<file path="config.mk">
export PLATFORM = sky130hd
export DESIGN_NAME = alu_datapath
export DESIGN_NICKNAME = d
export VERILOG_FILES = /design/src/logic/alu_pkg.sv /design/src/logic/nibble_adder.sv /design/src/logic/alu_datapath.sv
export SDC_FILE = /design/constraint.sdc
export NUM_CORES = 1
export LEC_CHECK = 0
export BUFFER_PORTS_ARGS = -buffer_cell sky130_fd_sc_hd__buf_4
export CORE_ASPECT_RATIO = 1.75
export CORE_UTILIZATION = 50
export DETAILED_ROUTE_END_ITERATION = 10
export PLACE_DENSITY = 0.83
export SYNTH_ARGS = -nofsm -noshare
export SYNTH_HDL_FRONTEND = slang
export SYNTH_SLANG_ARGS = --single-unit
</file>
<file path="constraint.sdc">
create_clock -name clk_sys -period 6.4 [get_ports clk_sys]
set_input_delay 0.32 -clock clk_sys [delete_from_list [all_inputs] [get_ports clk_sys]]
set_output_delay 0.32 -clock clk_sys [all_outputs]
set_load 0.01 [all_outputs]
</file>
<file path="src/logic/alu_pkg.sv">
// package with opcodes, widths and reset values for the arithmetic/logic/bit slice
package alu_pkg;
  localparam int DATA_W = 8;
  localparam int ADDR_W = 6;
  localparam int BIT_W = 3;
  localparam int NIBBLE_W = 4;
  localparam logic [7:0] WREG_RESET = 8'h00;
  localparam logic ZERO_RESET = 1'b0;
  localparam logic NIBBLE_RESET = 1'b0;
  localparam logic CARRY_RESET = 1'b0;
  localparam logic WE_RESET = 1'b0;
  localparam logic [5:0] WADDR_RESET = 6'h00;
  localparam logic [7:0] WDATA_RESET = 8'h00;
  localparam int EXEC_CYCLES = 1;
  typedef enum logic [2:0] {
    OP_NONE,
    OP_ADD_IMM_WITH_CARRY,
    OP_ADD_IMM,
    OP_AND_WITH_REG,
    OP_AND_WITH_IMM,
    OP_BIT_CLEAR,
    OP_BIT_SET
  } alu_op_t;
endpackage

</file>
<file path="src/logic/nibble_adder.sv">
// adder that reports the result, nibble overflow and carry out
`timescale 1ns/1ps
module nibble_adder #(
  parameter int WIDTH = 8,
  parameter int LOW_W = 4
) (
  input wire logic [WIDTH-1:0] a,
  input wire logic [WIDTH-1:0] b,
  input wire logic cin,
  output logic [WIDTH-1:0] sum,
  output logic low_carry,
  output logic carry_out
);
  logic [LOW_W:0] low_sum;
  logic [WIDTH:0] full_sum;

  // low nibble sum exposes the digit carry, full sum the carry
  always_comb begin
    low_sum = {1'b0, a[LOW_W-1:0]} + {1'b0, b[LOW_W-1:0]} + {{LOW_W{1'b0}}, cin};
    full_sum = {1'b0, a} + {1'b0, b} + {{WIDTH{1'b0}}, cin};
    sum = full_sum[WIDTH-1:0];
    low_carry = low_sum[LOW_W];
    carry_out = full_sum[WIDTH];
  end
endmodule

</file>
<file path="src/logic/alu_datapath.sv">
// single-cycle datapath for add-immediate, and, and bit set/clear operations
`timescale 1ns/1ps
// Overview of operation
// - add_imm_with_carry adds working register, immediate and carry into the working register, updates Z/DC/C, one cycle.
// - add_imm adds working register and immediate ignoring carry into the working register, updates Z/DC/C, one cycle.
// - and_with_reg ands the working register with register 0..63, dest bit 0 writes working register, 1 writes back; only Z.
// - and_with_imm ands the working register with the immediate into the working register, only Z, one cycle.
// - bit_clear_op forces the chosen bit of the addressed register to zero, leaving other bits and flags, one cycle.
// - bit_set_op forces the chosen bit of the addressed register to one, leaving other bits and flags, one cycle.
// - an addition sets carry when the 8-bit sum carries out and clears it otherwise.
module alu_datapath #(
  parameter int DATA_W = alu_pkg::DATA_W,
  parameter int ADDR_W = alu_pkg::ADDR_W
) (
  input wire logic clk_sys,
  input wire logic nrst,
  input wire alu_pkg::alu_op_t op,
  input wire logic [alu_pkg::DATA_W-1:0] imm,
  input wire logic [alu_pkg::ADDR_W-1:0] reg_addr,
  input wire logic [alu_pkg::BIT_W-1:0] bit_sel,
  input wire logic dest_sel,
  input wire logic [alu_pkg::DATA_W-1:0] reg_rdata,
  output logic [alu_pkg::ADDR_W-1:0] reg_raddr,
  output logic reg_we,
  output logic [alu_pkg::ADDR_W-1:0] reg_waddr,
  output logic [alu_pkg::DATA_W-1:0] reg_wdata,
  output logic [alu_pkg::DATA_W-1:0] working_register,
  output logic zero_flag,
  output logic nibble_overflow_bit,
  output logic carry_flag
);
  import alu_pkg::*;

  logic [DATA_W-1:0] wreg_reg, wreg_next;
  logic zero_reg, zero_next;
  logic nibble_reg, nibble_next;
  logic carry_reg, carry_next;
  logic we_reg, we_next;
  logic [ADDR_W-1:0] waddr_reg, waddr_next;
  logic [DATA_W-1:0] wdata_reg, wdata_next;
  logic add_cin;
  logic [DATA_W-1:0] add_sum;
  logic add_low_carry;
  logic add_carry;
  logic [DATA_W-1:0] and_b;
  logic [DATA_W-1:0] and_res;
  logic [DATA_W-1:0] bit_mask;

  // one-hot mask for the selected bit position
  function automatic logic [DATA_W-1:0] bit_onehot(input logic [BIT_W-1:0] pos);
    bit_onehot = {{(DATA_W-1){1'b0}}, 1'b1} << pos;
  endfunction

  // zero test shared by adds and ands
  function automatic logic is_zero(input logic [DATA_W-1:0] v);
    is_zero = (v == '0);
  endfunction

  // true for either add flavour, used by the carry and nibble overflow next-state group
  function automatic logic is_add(input alu_op_t o);
    is_add = (o == OP_ADD_IMM_WITH_CARRY) || (o == OP_ADD_IMM);
  endfunction

  // register file read port follows the instruction address
  assign reg_raddr = reg_addr;

  // carry feeds in only for the with-carry add
  assign add_cin = (op == OP_ADD_IMM_WITH_CARRY) ? carry_reg : 1'b0;

  nibble_adder #(
    .WIDTH(DATA_W),
    .LOW_W(NIBBLE_W)
  ) u_adder (
    .a(wreg_reg),
    .b(imm),
    .cin(add_cin),
    .sum(add_sum),
    .low_carry(add_low_carry),
    .carry_out(add_carry)
  );

  // operand selection for the and operations
  assign and_b = (op == OP_AND_WITH_REG) ? reg_rdata : imm;
  assign and_res = wreg_reg & and_b;
  assign bit_mask = bit_onehot(bit_sel);

  // every group below settles on the same edge, so each instruction takes one cycle
  // and a following instruction sees the updated working register and flags at once

  // working register takes add results and and results except and_with_reg with dest_sel 1, bit ops leave it alone
  always_comb begin
    wreg_next = wreg_reg;
    case (op)
      OP_ADD_IMM_WITH_CARRY, OP_ADD_IMM: begin
        wreg_next = add_sum;
      end
      OP_AND_WITH_REG: begin
        if (!dest_sel) begin
          wreg_next = and_res;
        end
      end
      OP_AND_WITH_IMM: begin
        wreg_next = and_res;
      end
      OP_BIT_CLEAR, OP_BIT_SET: begin
        wreg_next = wreg_reg;
      end
      default: begin
        wreg_next = wreg_reg;
      end
    endcase
  end

  // working register storage
  always_ff @(posedge clk_sys or negedge nrst) begin
    if (!nrst) begin
      wreg_reg <= WREG_RESET;
    end else begin
      wreg_reg <= wreg_next;
    end
  end

  // zero flag follows adds and ands, bit ops keep it
  always_comb begin
    zero_next = zero_reg;
    case (op)
      OP_ADD_IMM_WITH_CARRY, OP_ADD_IMM: begin
        zero_next = is_zero(add_sum);
      end
      OP_AND_WITH_REG, OP_AND_WITH_IMM: begin
        zero_next = is_zero(and_res);
      end
      default: begin
        zero_next = zero_reg;
      end
    endcase
  end

  // zero flag storage
  always_ff @(posedge clk_sys or negedge nrst) begin
    if (!nrst) begin
      zero_reg <= ZERO_RESET;
    end else begin
      zero_reg <= zero_next;
    end
  end

  // carry and nibble overflow change only on adds, ands keep them
  always_comb begin
    nibble_next = nibble_reg;
    carry_next = carry_reg;
    if (is_add(op)) begin
      nibble_next = add_low_carry;
      carry_next = add_carry;
    end
  end

  // carry and nibble overflow storage
  always_ff @(posedge clk_sys or negedge nrst) begin
    if (!nrst) begin
      nibble_reg <= NIBBLE_RESET;
      carry_reg <= CARRY_RESET;
    end else begin
      nibble_reg <= nibble_next;
      carry_reg <= carry_next;
    end
  end

  // register write-back for and-to-register and bit set/clear
  always_comb begin
    we_next = 1'b0;
    waddr_next = reg_addr;
    wdata_next = wdata_reg;
    case (op)
      OP_AND_WITH_REG: begin
        if (dest_sel) begin
          we_next = 1'b1;
          wdata_next = and_res;
        end
      end
      OP_BIT_CLEAR: begin
        we_next = 1'b1;
        wdata_next = reg_rdata & ~bit_mask;
      end
      OP_BIT_SET: begin
        we_next = 1'b1;
        wdata_next = reg_rdata | bit_mask;
      end
      default: begin
        we_next = 1'b0;
      end
    endcase
  end

  // write port storage, strobe lasts one cycle
  always_ff @(posedge clk_sys or negedge nrst) begin
    if (!nrst) begin
      we_reg <= WE_RESET;
      waddr_reg <= WADDR_RESET;
      wdata_reg <= WDATA_RESET;
    end else begin
      we_reg <= we_next;
      waddr_reg <= waddr_next;
      wdata_reg <= wdata_next;
    end
  end

  // outputs straight from flip-flops
  assign working_register = wreg_reg;
  assign zero_flag = zero_reg;
  assign nibble_overflow_bit = nibble_reg;
  assign carry_flag = carry_reg;
  assign reg_we = we_reg;
  assign reg_waddr = waddr_reg;
  assign reg_wdata = wdata_reg;
endmodule

</file>
==> impl_metrics.tcl, run 1 <==
set metrics [dict create \
    status "completed" \
    slowest_delay_ns 0.43 \
    drive_gt1_frac 0.2874 \
    clkTransAtPathRegs_ns 0.09 \
    n_antenna_cell 0 \
    critPathLaunch "carry_flag" \
    drc 0 \
    port_buffers 62 \
    drt-met1-wl_mm 1.621 \
    whs_ns 0.1478 \
    slew_headroom 0.5267 \
    coreArea_um2 3398 \
    cts_htree_levels 1 \
    fin_util 0.6775 \
    syn_area_um2 1792 \
    finalPower_uw 807.2 \
    p_clk_frac 0.173 \
    die_h_um 81.19 \
    antenna_found_initial 0 \
    layout.nets 295 \
    dieWidth_um 47.25 \
    worst-setup-path-type "reg -> reg" \
    post_dp_cell_area_um2 2221 \
    max_cap_viol_count 0 \
    critPathCaptureType "register" \
    start_util 0.5272 \
    wl_met2_mm 2.472 \
    arrival_ns 2.81 \
    cts.sinks 26 \
    overflow 0 \
    switchingPower_uw 316.5 \
    area_growth_pct 28.49 \
    yosysUniqueCellTypes 41 \
    globalplace.congestion 0.8432 \
    pwr-share-comb 0.509 \
    swShare 0.3921 \
    drv_slew 0 \
    min_path_type "in -> reg" \
    first_pass_iters 4 \
    drtIter0Drc 28 \
    fin_cells 299 \
    worstRegToRegCells 9 \
    worstPathRequired_ns 6.57 \
    detail_route.wl_per_cell_um 14.40 \
    setup_viol 0 \
    dr_wl_met3_um 132 \
    p_per_area_nw_per_um2 350.6 \
    dpl.cell_count 294 \
    final_cell_area_um2 2302 \
    viasPerCell 5.395 \
    synth_seq_area_share 0.3631 \
    fin_ws_ns 3.755 \
    synth-seq-cells 26 \
    routed.top_layer "met4" \
    grtUsageTotal 0.2416 \
    power.leakage_nw 1.130 \
    vdd_drop_max_mv 0.2552 \
    min_period_ns 2.645 \
    grt_pass1_vias 1487 \
    synth_nets 242 \
    die_area_um2 3836 \
    drt_wl_total_mm 4.306 \
    cts_setup_buffers 0 \
    crit_chain "and4_1 -> fa_1 -> fa_1 -> a211oi_1 -> o21bai_1 -> a21oi_1 -> o21bai_1 -> a211oi_1 -> a21oi_1" \
    hold_start "reg_addr[2]" \
    p_seq_frac 0.318 \
    clk_path_buf_depth 2 \
    grt_max_degree 27 \
    via_count 1613 \
    postRouteAntennaNets 0 \
    dp_hpwl_mm 3.419 \
    fin_crit_sh 0.4133 \
    yosysWarnings 0 \
    rows 28 \
    hold_path_depth 1 \
    grt_first_pass_wirelength_mm 6.775 \
    post-place-ws_ns 3.651 \
    tns_ns 0 \
    cts_buffers 3 \
    hold_viol_final 0 \
    startpoint_type "register" \
    rr_startpoint "carry_flag" \
    post_synth.cell_area_avg_um2 8.870 \
    tightest_slew_ns 0.7078 \
    pin_count 63 \
    cts_tree "built" \
    rsz0062_at_grt "false" \
    slowest_stage "fa_1" \
    cts-root-buf "clkbuf_8" \
    fmax_mhz 378.1 \
    synthCells 202 \
    internal_power_uw 490.7 \
    critPathMaxFanout 3 \
    fin_worst_skew_ns 0.002505 \
    clk-insertion-delay-late_ns 0.28 \
]
[critical path: cells and delay by family, from the launching register on]
kind | cells | cell delay [ns]
simple gates | 1 | 0.24
compound gates | 6 | 1.02
fa+ha+maj | 2 | 0.85
flops | 1 | 0.42
[repair_timing]
item | 4_1_cts | 5_1_grt
endpoints found under the hold margin | 26 | 0
resized for setup | 0 | 0
setup endpoints to repair | 0 | 0
hold buffers | 1 | 0
[power by group through the flow]
stage / Sequential, mW / Clock [mW] / Combinational, mW
2_1_floorplan: 0.273 / 0 / 0.241
3_3_place_gp: 0.257 / 0 / 0.401
3_5_place_dp: 0.260 / 0 / 0.408
4_1_cts: 0.256 / 0.141 / 0.411
5_1_grt: 0.266 / 0.146 / 0.457
6_report: 0.257 / 0.140 / 0.411
[synth_stat cells (all sizes together)]
| cell | instances | area share |
|---|---|---|
| dfrtp | 26 | 0.36 |
| nor2 | 25 | 0.052 |
| nand2 | 22 | 0.047 |
| mux2i | 17 | 0.095 |
| a21oi | 16 | 0.045 |
| buf | 12 | 0.045 |
| o21ai | 12 | 0.040 |
| ha | 7 | 0.049 |
| inv | 7 | 0.015 |
| nor2b | 6 | 0.021 |
| xor2 | 6 | 0.029 |
| a31oi | 5 | 0.021 |
| a211oi | 4 | 0.020 |
| clkbuf | 3 | 0.0063 |
| nand3 | 3 | 0.0084 |
| nand3b | 3 | 0.013 |
| nor3 | 3 | 0.0084 |
| nor3b | 3 | 0.013 |
| o21bai | 3 | 0.013 |
| fa | 2 | 0.022 |
| mux2 | 2 | 0.013 |
| nor4 | 2 | 0.0070 |
| o211ai | 2 | 0.0084 |
| o21a | 2 | 0.0084 |
| a31o | 1 | 0.0049 |
| a41oi | 1 | 0.0049 |
| and4 | 1 | 0.0049 |
| clkinv | 1 | 0.0028 |
| nand2b | 1 | 0.0035 |
| nand4b | 1 | 0.0049 |
| o22ai | 1 | 0.0035 |
| o31ai | 1 | 0.0042 |
| xnor2 | 1 | 0.0049 |
[routing by layer]
metal,vias up,GRT usage
li1,803,-
met1,765,0.2825
met2,37,0.4329
met3,8,0.02444
met4,0,0.08000
met5,-,0
[path summary, 6_finish.rpt]
check	slack (ns)	to
min in group asynchronous	0.48	reg_waddr[4]
min	0.15	reg_waddr[2]
max in group asynchronous	5.67	working_register[0]
max reg2reg	3.75	carry_flag
max	3.75	carry_flag
min reg2reg	0.49	reg_wdata[5]
[cell type report]
cell class	count	area, µm²
fillers	290	1096
multi-input cells	153	1017
flip-flops and latches	26	650.6
repair buffers	63	475.5
well taps	45	56.30
clock buffers	3	41.29
inverters	8	31.28
clock inverters	1	30.03
[layout by cell type (no fill, tap or decap), drive strengths merged, types with 2 or more instances in the layout]
cell type and instances:
a31oi 5, fa 2, o21a 2, nand3 3, a211oi 4, nor2b 6
nor4 2, o21ai 12, mux2i 17, nand2 22, mux2 2, nand3b 3
a21oi 16, nor3b 3, o21bai 3, ha 7, clkbuf 3, xor2 6
buf 62, inv 7, o211ai 2, nor2 25, nor3 3, dfrtp 26
[kinds of logic (layout without fill, tap and decap cells)]
| kind of cell | Yosys count | in the layout | share of synthesized area |
|---|---|---|---|
| fa+ha+maj | 9 | 9 | 0.07123 |
| mux | 19 | 19 | 0.1075 |
| buf+inv | 23 | 75 | 0.06913 |
| xor+xnor | 7 | 7 | 0.03422 |
| compound gates | 48 | 48 | 0.1718 |
| simple gates | 70 | 70 | 0.1830 |
| flops | 26 | 26 | 0.3631 |
[sequential cells by signal, summed over array words and instances (netlist names)]
name,count
zero_flag,1
reg_waddr,6
reg_we,1
working_register,8
reg_wdata,8
carry_flag,1
nibble_overflow_bit,1
(Power assumes the default switching activity.)
==> run 2: changes to the inputs <==
CORE_UTILIZATION = 45   (was 50)
PLACE_DENSITY = 0.79   (was 0.83)
clock period = 2.4 ns   (was 6.4 ns; I/O delays follow)
==> run 2 against run 1 <==
The flow now finishes with violations (negative setup slack). Clock power rose to 2.7 times the previous value. Die area increased by 11%. Cell count is 6.7% higher. Clock-buffer cell count unchanged. Critical endpoint is now zero_flag.
==> impl_metrics.tcl, run 2 (synthesized netlist as in run 1, its figures left out) <==
set metrics [dict create \
    fin_cells 319 \
    port_buffers 62 \
    arrival_ns 2.60 \
    pin_count 63 \
    violations "negative setup slack" \
    fin_util 0.6451 \
    setup_viol 1 \
    drive_gt1_frac 0.3321 \
    antenna_found_initial 0 \
    postRouteAntennaNets 0 \
    rr_endpoint "zero_flag" \
    area_growth_pct 37.85 \
    viasPerCell 5.326 \
    min_period_ns 2.405 \
    clk-insertion-delay-late_ns 0.28 \
    post_dp_cell_area_um2 2305 \
    coreArea_um2 3829 \
    dp_hpwl_mm 3.686 \
    fin_worst_skew_ns 0.004161 \
    drt_wl_total_mm 4.844 \
    die_area_um2 4248 \
    worstPathRequired_ns 2.59 \
    start_util 0.4680 \
    grt_max_degree 27 \
    clk_path_buf_depth 2 \
    critPathLaunch "carry_flag" \
    die_h_um 85.48 \
    drc 0 \
    drv_slew 0 \
    n_antenna_cell 0 \
    max_cap_viol_count 0 \
    clkTransAtPathRegs_ns 0.10 \
    cts-root-buf "clkbuf_8" \
    detail_route.wl_per_cell_um 15.18 \
    crit_path_end "zero_flag" \
    globalplace.congestion 0.9076 \
    grt_first_pass_wirelength_mm 7.859 \
    power.leakage_nw 1.209 \
    dpl.cell_count 307 \
    layout.nets 312 \
    grtUsageTotal 0.2404 \
    first_pass_iters 4 \
    vdd_drop_max_mv 0.7240 \
    rsz0062_at_grt "true" \
    startpoint_type "register" \
    rr_startpoint "carry_flag" \
    fmax_mhz 415.7 \
    rows 30 \
    cts_buffers 3 \
    critPathMaxFanout 2 \
    tightest_slew_ns 0.5976 \
    worstRegToRegCells 9 \
    cts_htree_levels 1 \
    whs_ns 0.2588 \
    critPathCaptureType "register" \
    drtIter0Drc 42 \
    status "finished with violations" \
    rrSetupSlack_ns -0.005 \
    tns_ns -0.005310 \
    min_path_type "in -> reg" \
    final_cell_area_um2 2470 \
    fin_crit_sh 1.002 \
    fin_ws_ns -0.005310 \
    grt_pass1_vias 1721 \
    slew_headroom 0.6016 \
    final_common_cell "buf_4" \
    worst-setup-path-type "reg -> reg" \
    dieWidth_um 49.70 \
    layout_common_cells "buf_4 (73), dfrtp_1 (26), nor2_1 (25)" \
    hold_viol_final 0 \
    via_count 1699 \
    cts_tree "built" \
    overflow 0 \
    cts.sinks 26 \
    p_per_area_nw_per_um2 917.3 \
]
[run 2: changes by cell type in the layout (fill, tap and decap cells not counted), moves of 2 or more]
cell	change
dlygate4sd3_1	+6
fa_2	+2
fa_1	-2
buf_4	+11
a211oi_2	+2
a211oi_1	-2
[run 2: layout make-up]
| cell class | count | area (µm²) |
|---|---|---|
| repair buffers | 80 | 618.1 |
| flip-flops and latches | 26 | 650.6 |
| clock inverters | 1 | 30.03 |
| inverters | 8 | 31.28 |
| well taps | 48 | 60.06 |
| multi-input cells | 153 | 1039 |
| clock buffers | 3 | 41.29 |
| fillers | 350 | 1359 |
[run 2: timing repair]
item,in CTS,in global routing
setup buffers,1,0
endpoints found under the setup margin,4,5
gates resized for setup,4,1
pin swaps,5,6
hold endpoints to repair,32,0
hold buffers,7,0
[run 2: critical path, stage by stage (launching register included)]
cell,delay (ns)
dfrtp_1,0.40
and4_4,0.21
fa_2,0.36
fa_2,0.36
a211oi_2,0.24
nor2_1,0.10
xor2_1,0.16
nor2_1,0.16
nand4b_1,0.11
o31ai_1,0.23
[run 2: how the worst min path moves through the flow]
stage | start | endpoint | slack, ns | cells past startpoint
6_report | reg_rdata[0] | reg_wdata[0] | 0.26 | 5
5_1_grt | reg_rdata[4] | reg_wdata[4] | 0.29 | 5
4_1_cts | reg_rdata[0] | reg_wdata[0] | 0.26 | 5
3_5_place_dp | nrst | reg_waddr[4] | 0.06 | 1
3_3_place_gp | nrst | reg_waddr[0] | 0.05 | 1
2_1_floorplan | nrst | carry_flag | -0.18 | 0
[run 2: metal layers]
layer / routed length, µm / up-vias / global-route usage / part of all wire
met5: 0 / - / 0 / 0
met4: 137 / 0 / 0.1065 / 0.028
met3: 154 / 12 / 0.02330 / 0.032
met2: 2773 / 44 / 0.4730 / 0.57
met1: 1778 / 803 / 0.2429 / 0.37
li1: - / 840 / - / -
[run 2: power breakdown]
group / leakage (nW) / switching (mW) / total [mW] / internal, mW
clock network: 0.0357 / 0.150 / 0.374 / 0.223
registers: 0.316 / 0.118 / 0.683 / 0.565
logic: 0.857 / 0.629 / 1.21 / 0.580
[run 2: through the flow]
step | power, mW | setup WS, ns
after floorplan | 1.379 | 0.005346
after global placement | 1.807 | -0.04685
after detailed placement | 1.841 | -0.1854
after CTS | 2.255 | -0.03960
after global routing | 2.412 | -0.1273
final | 2.266 | -0.005310
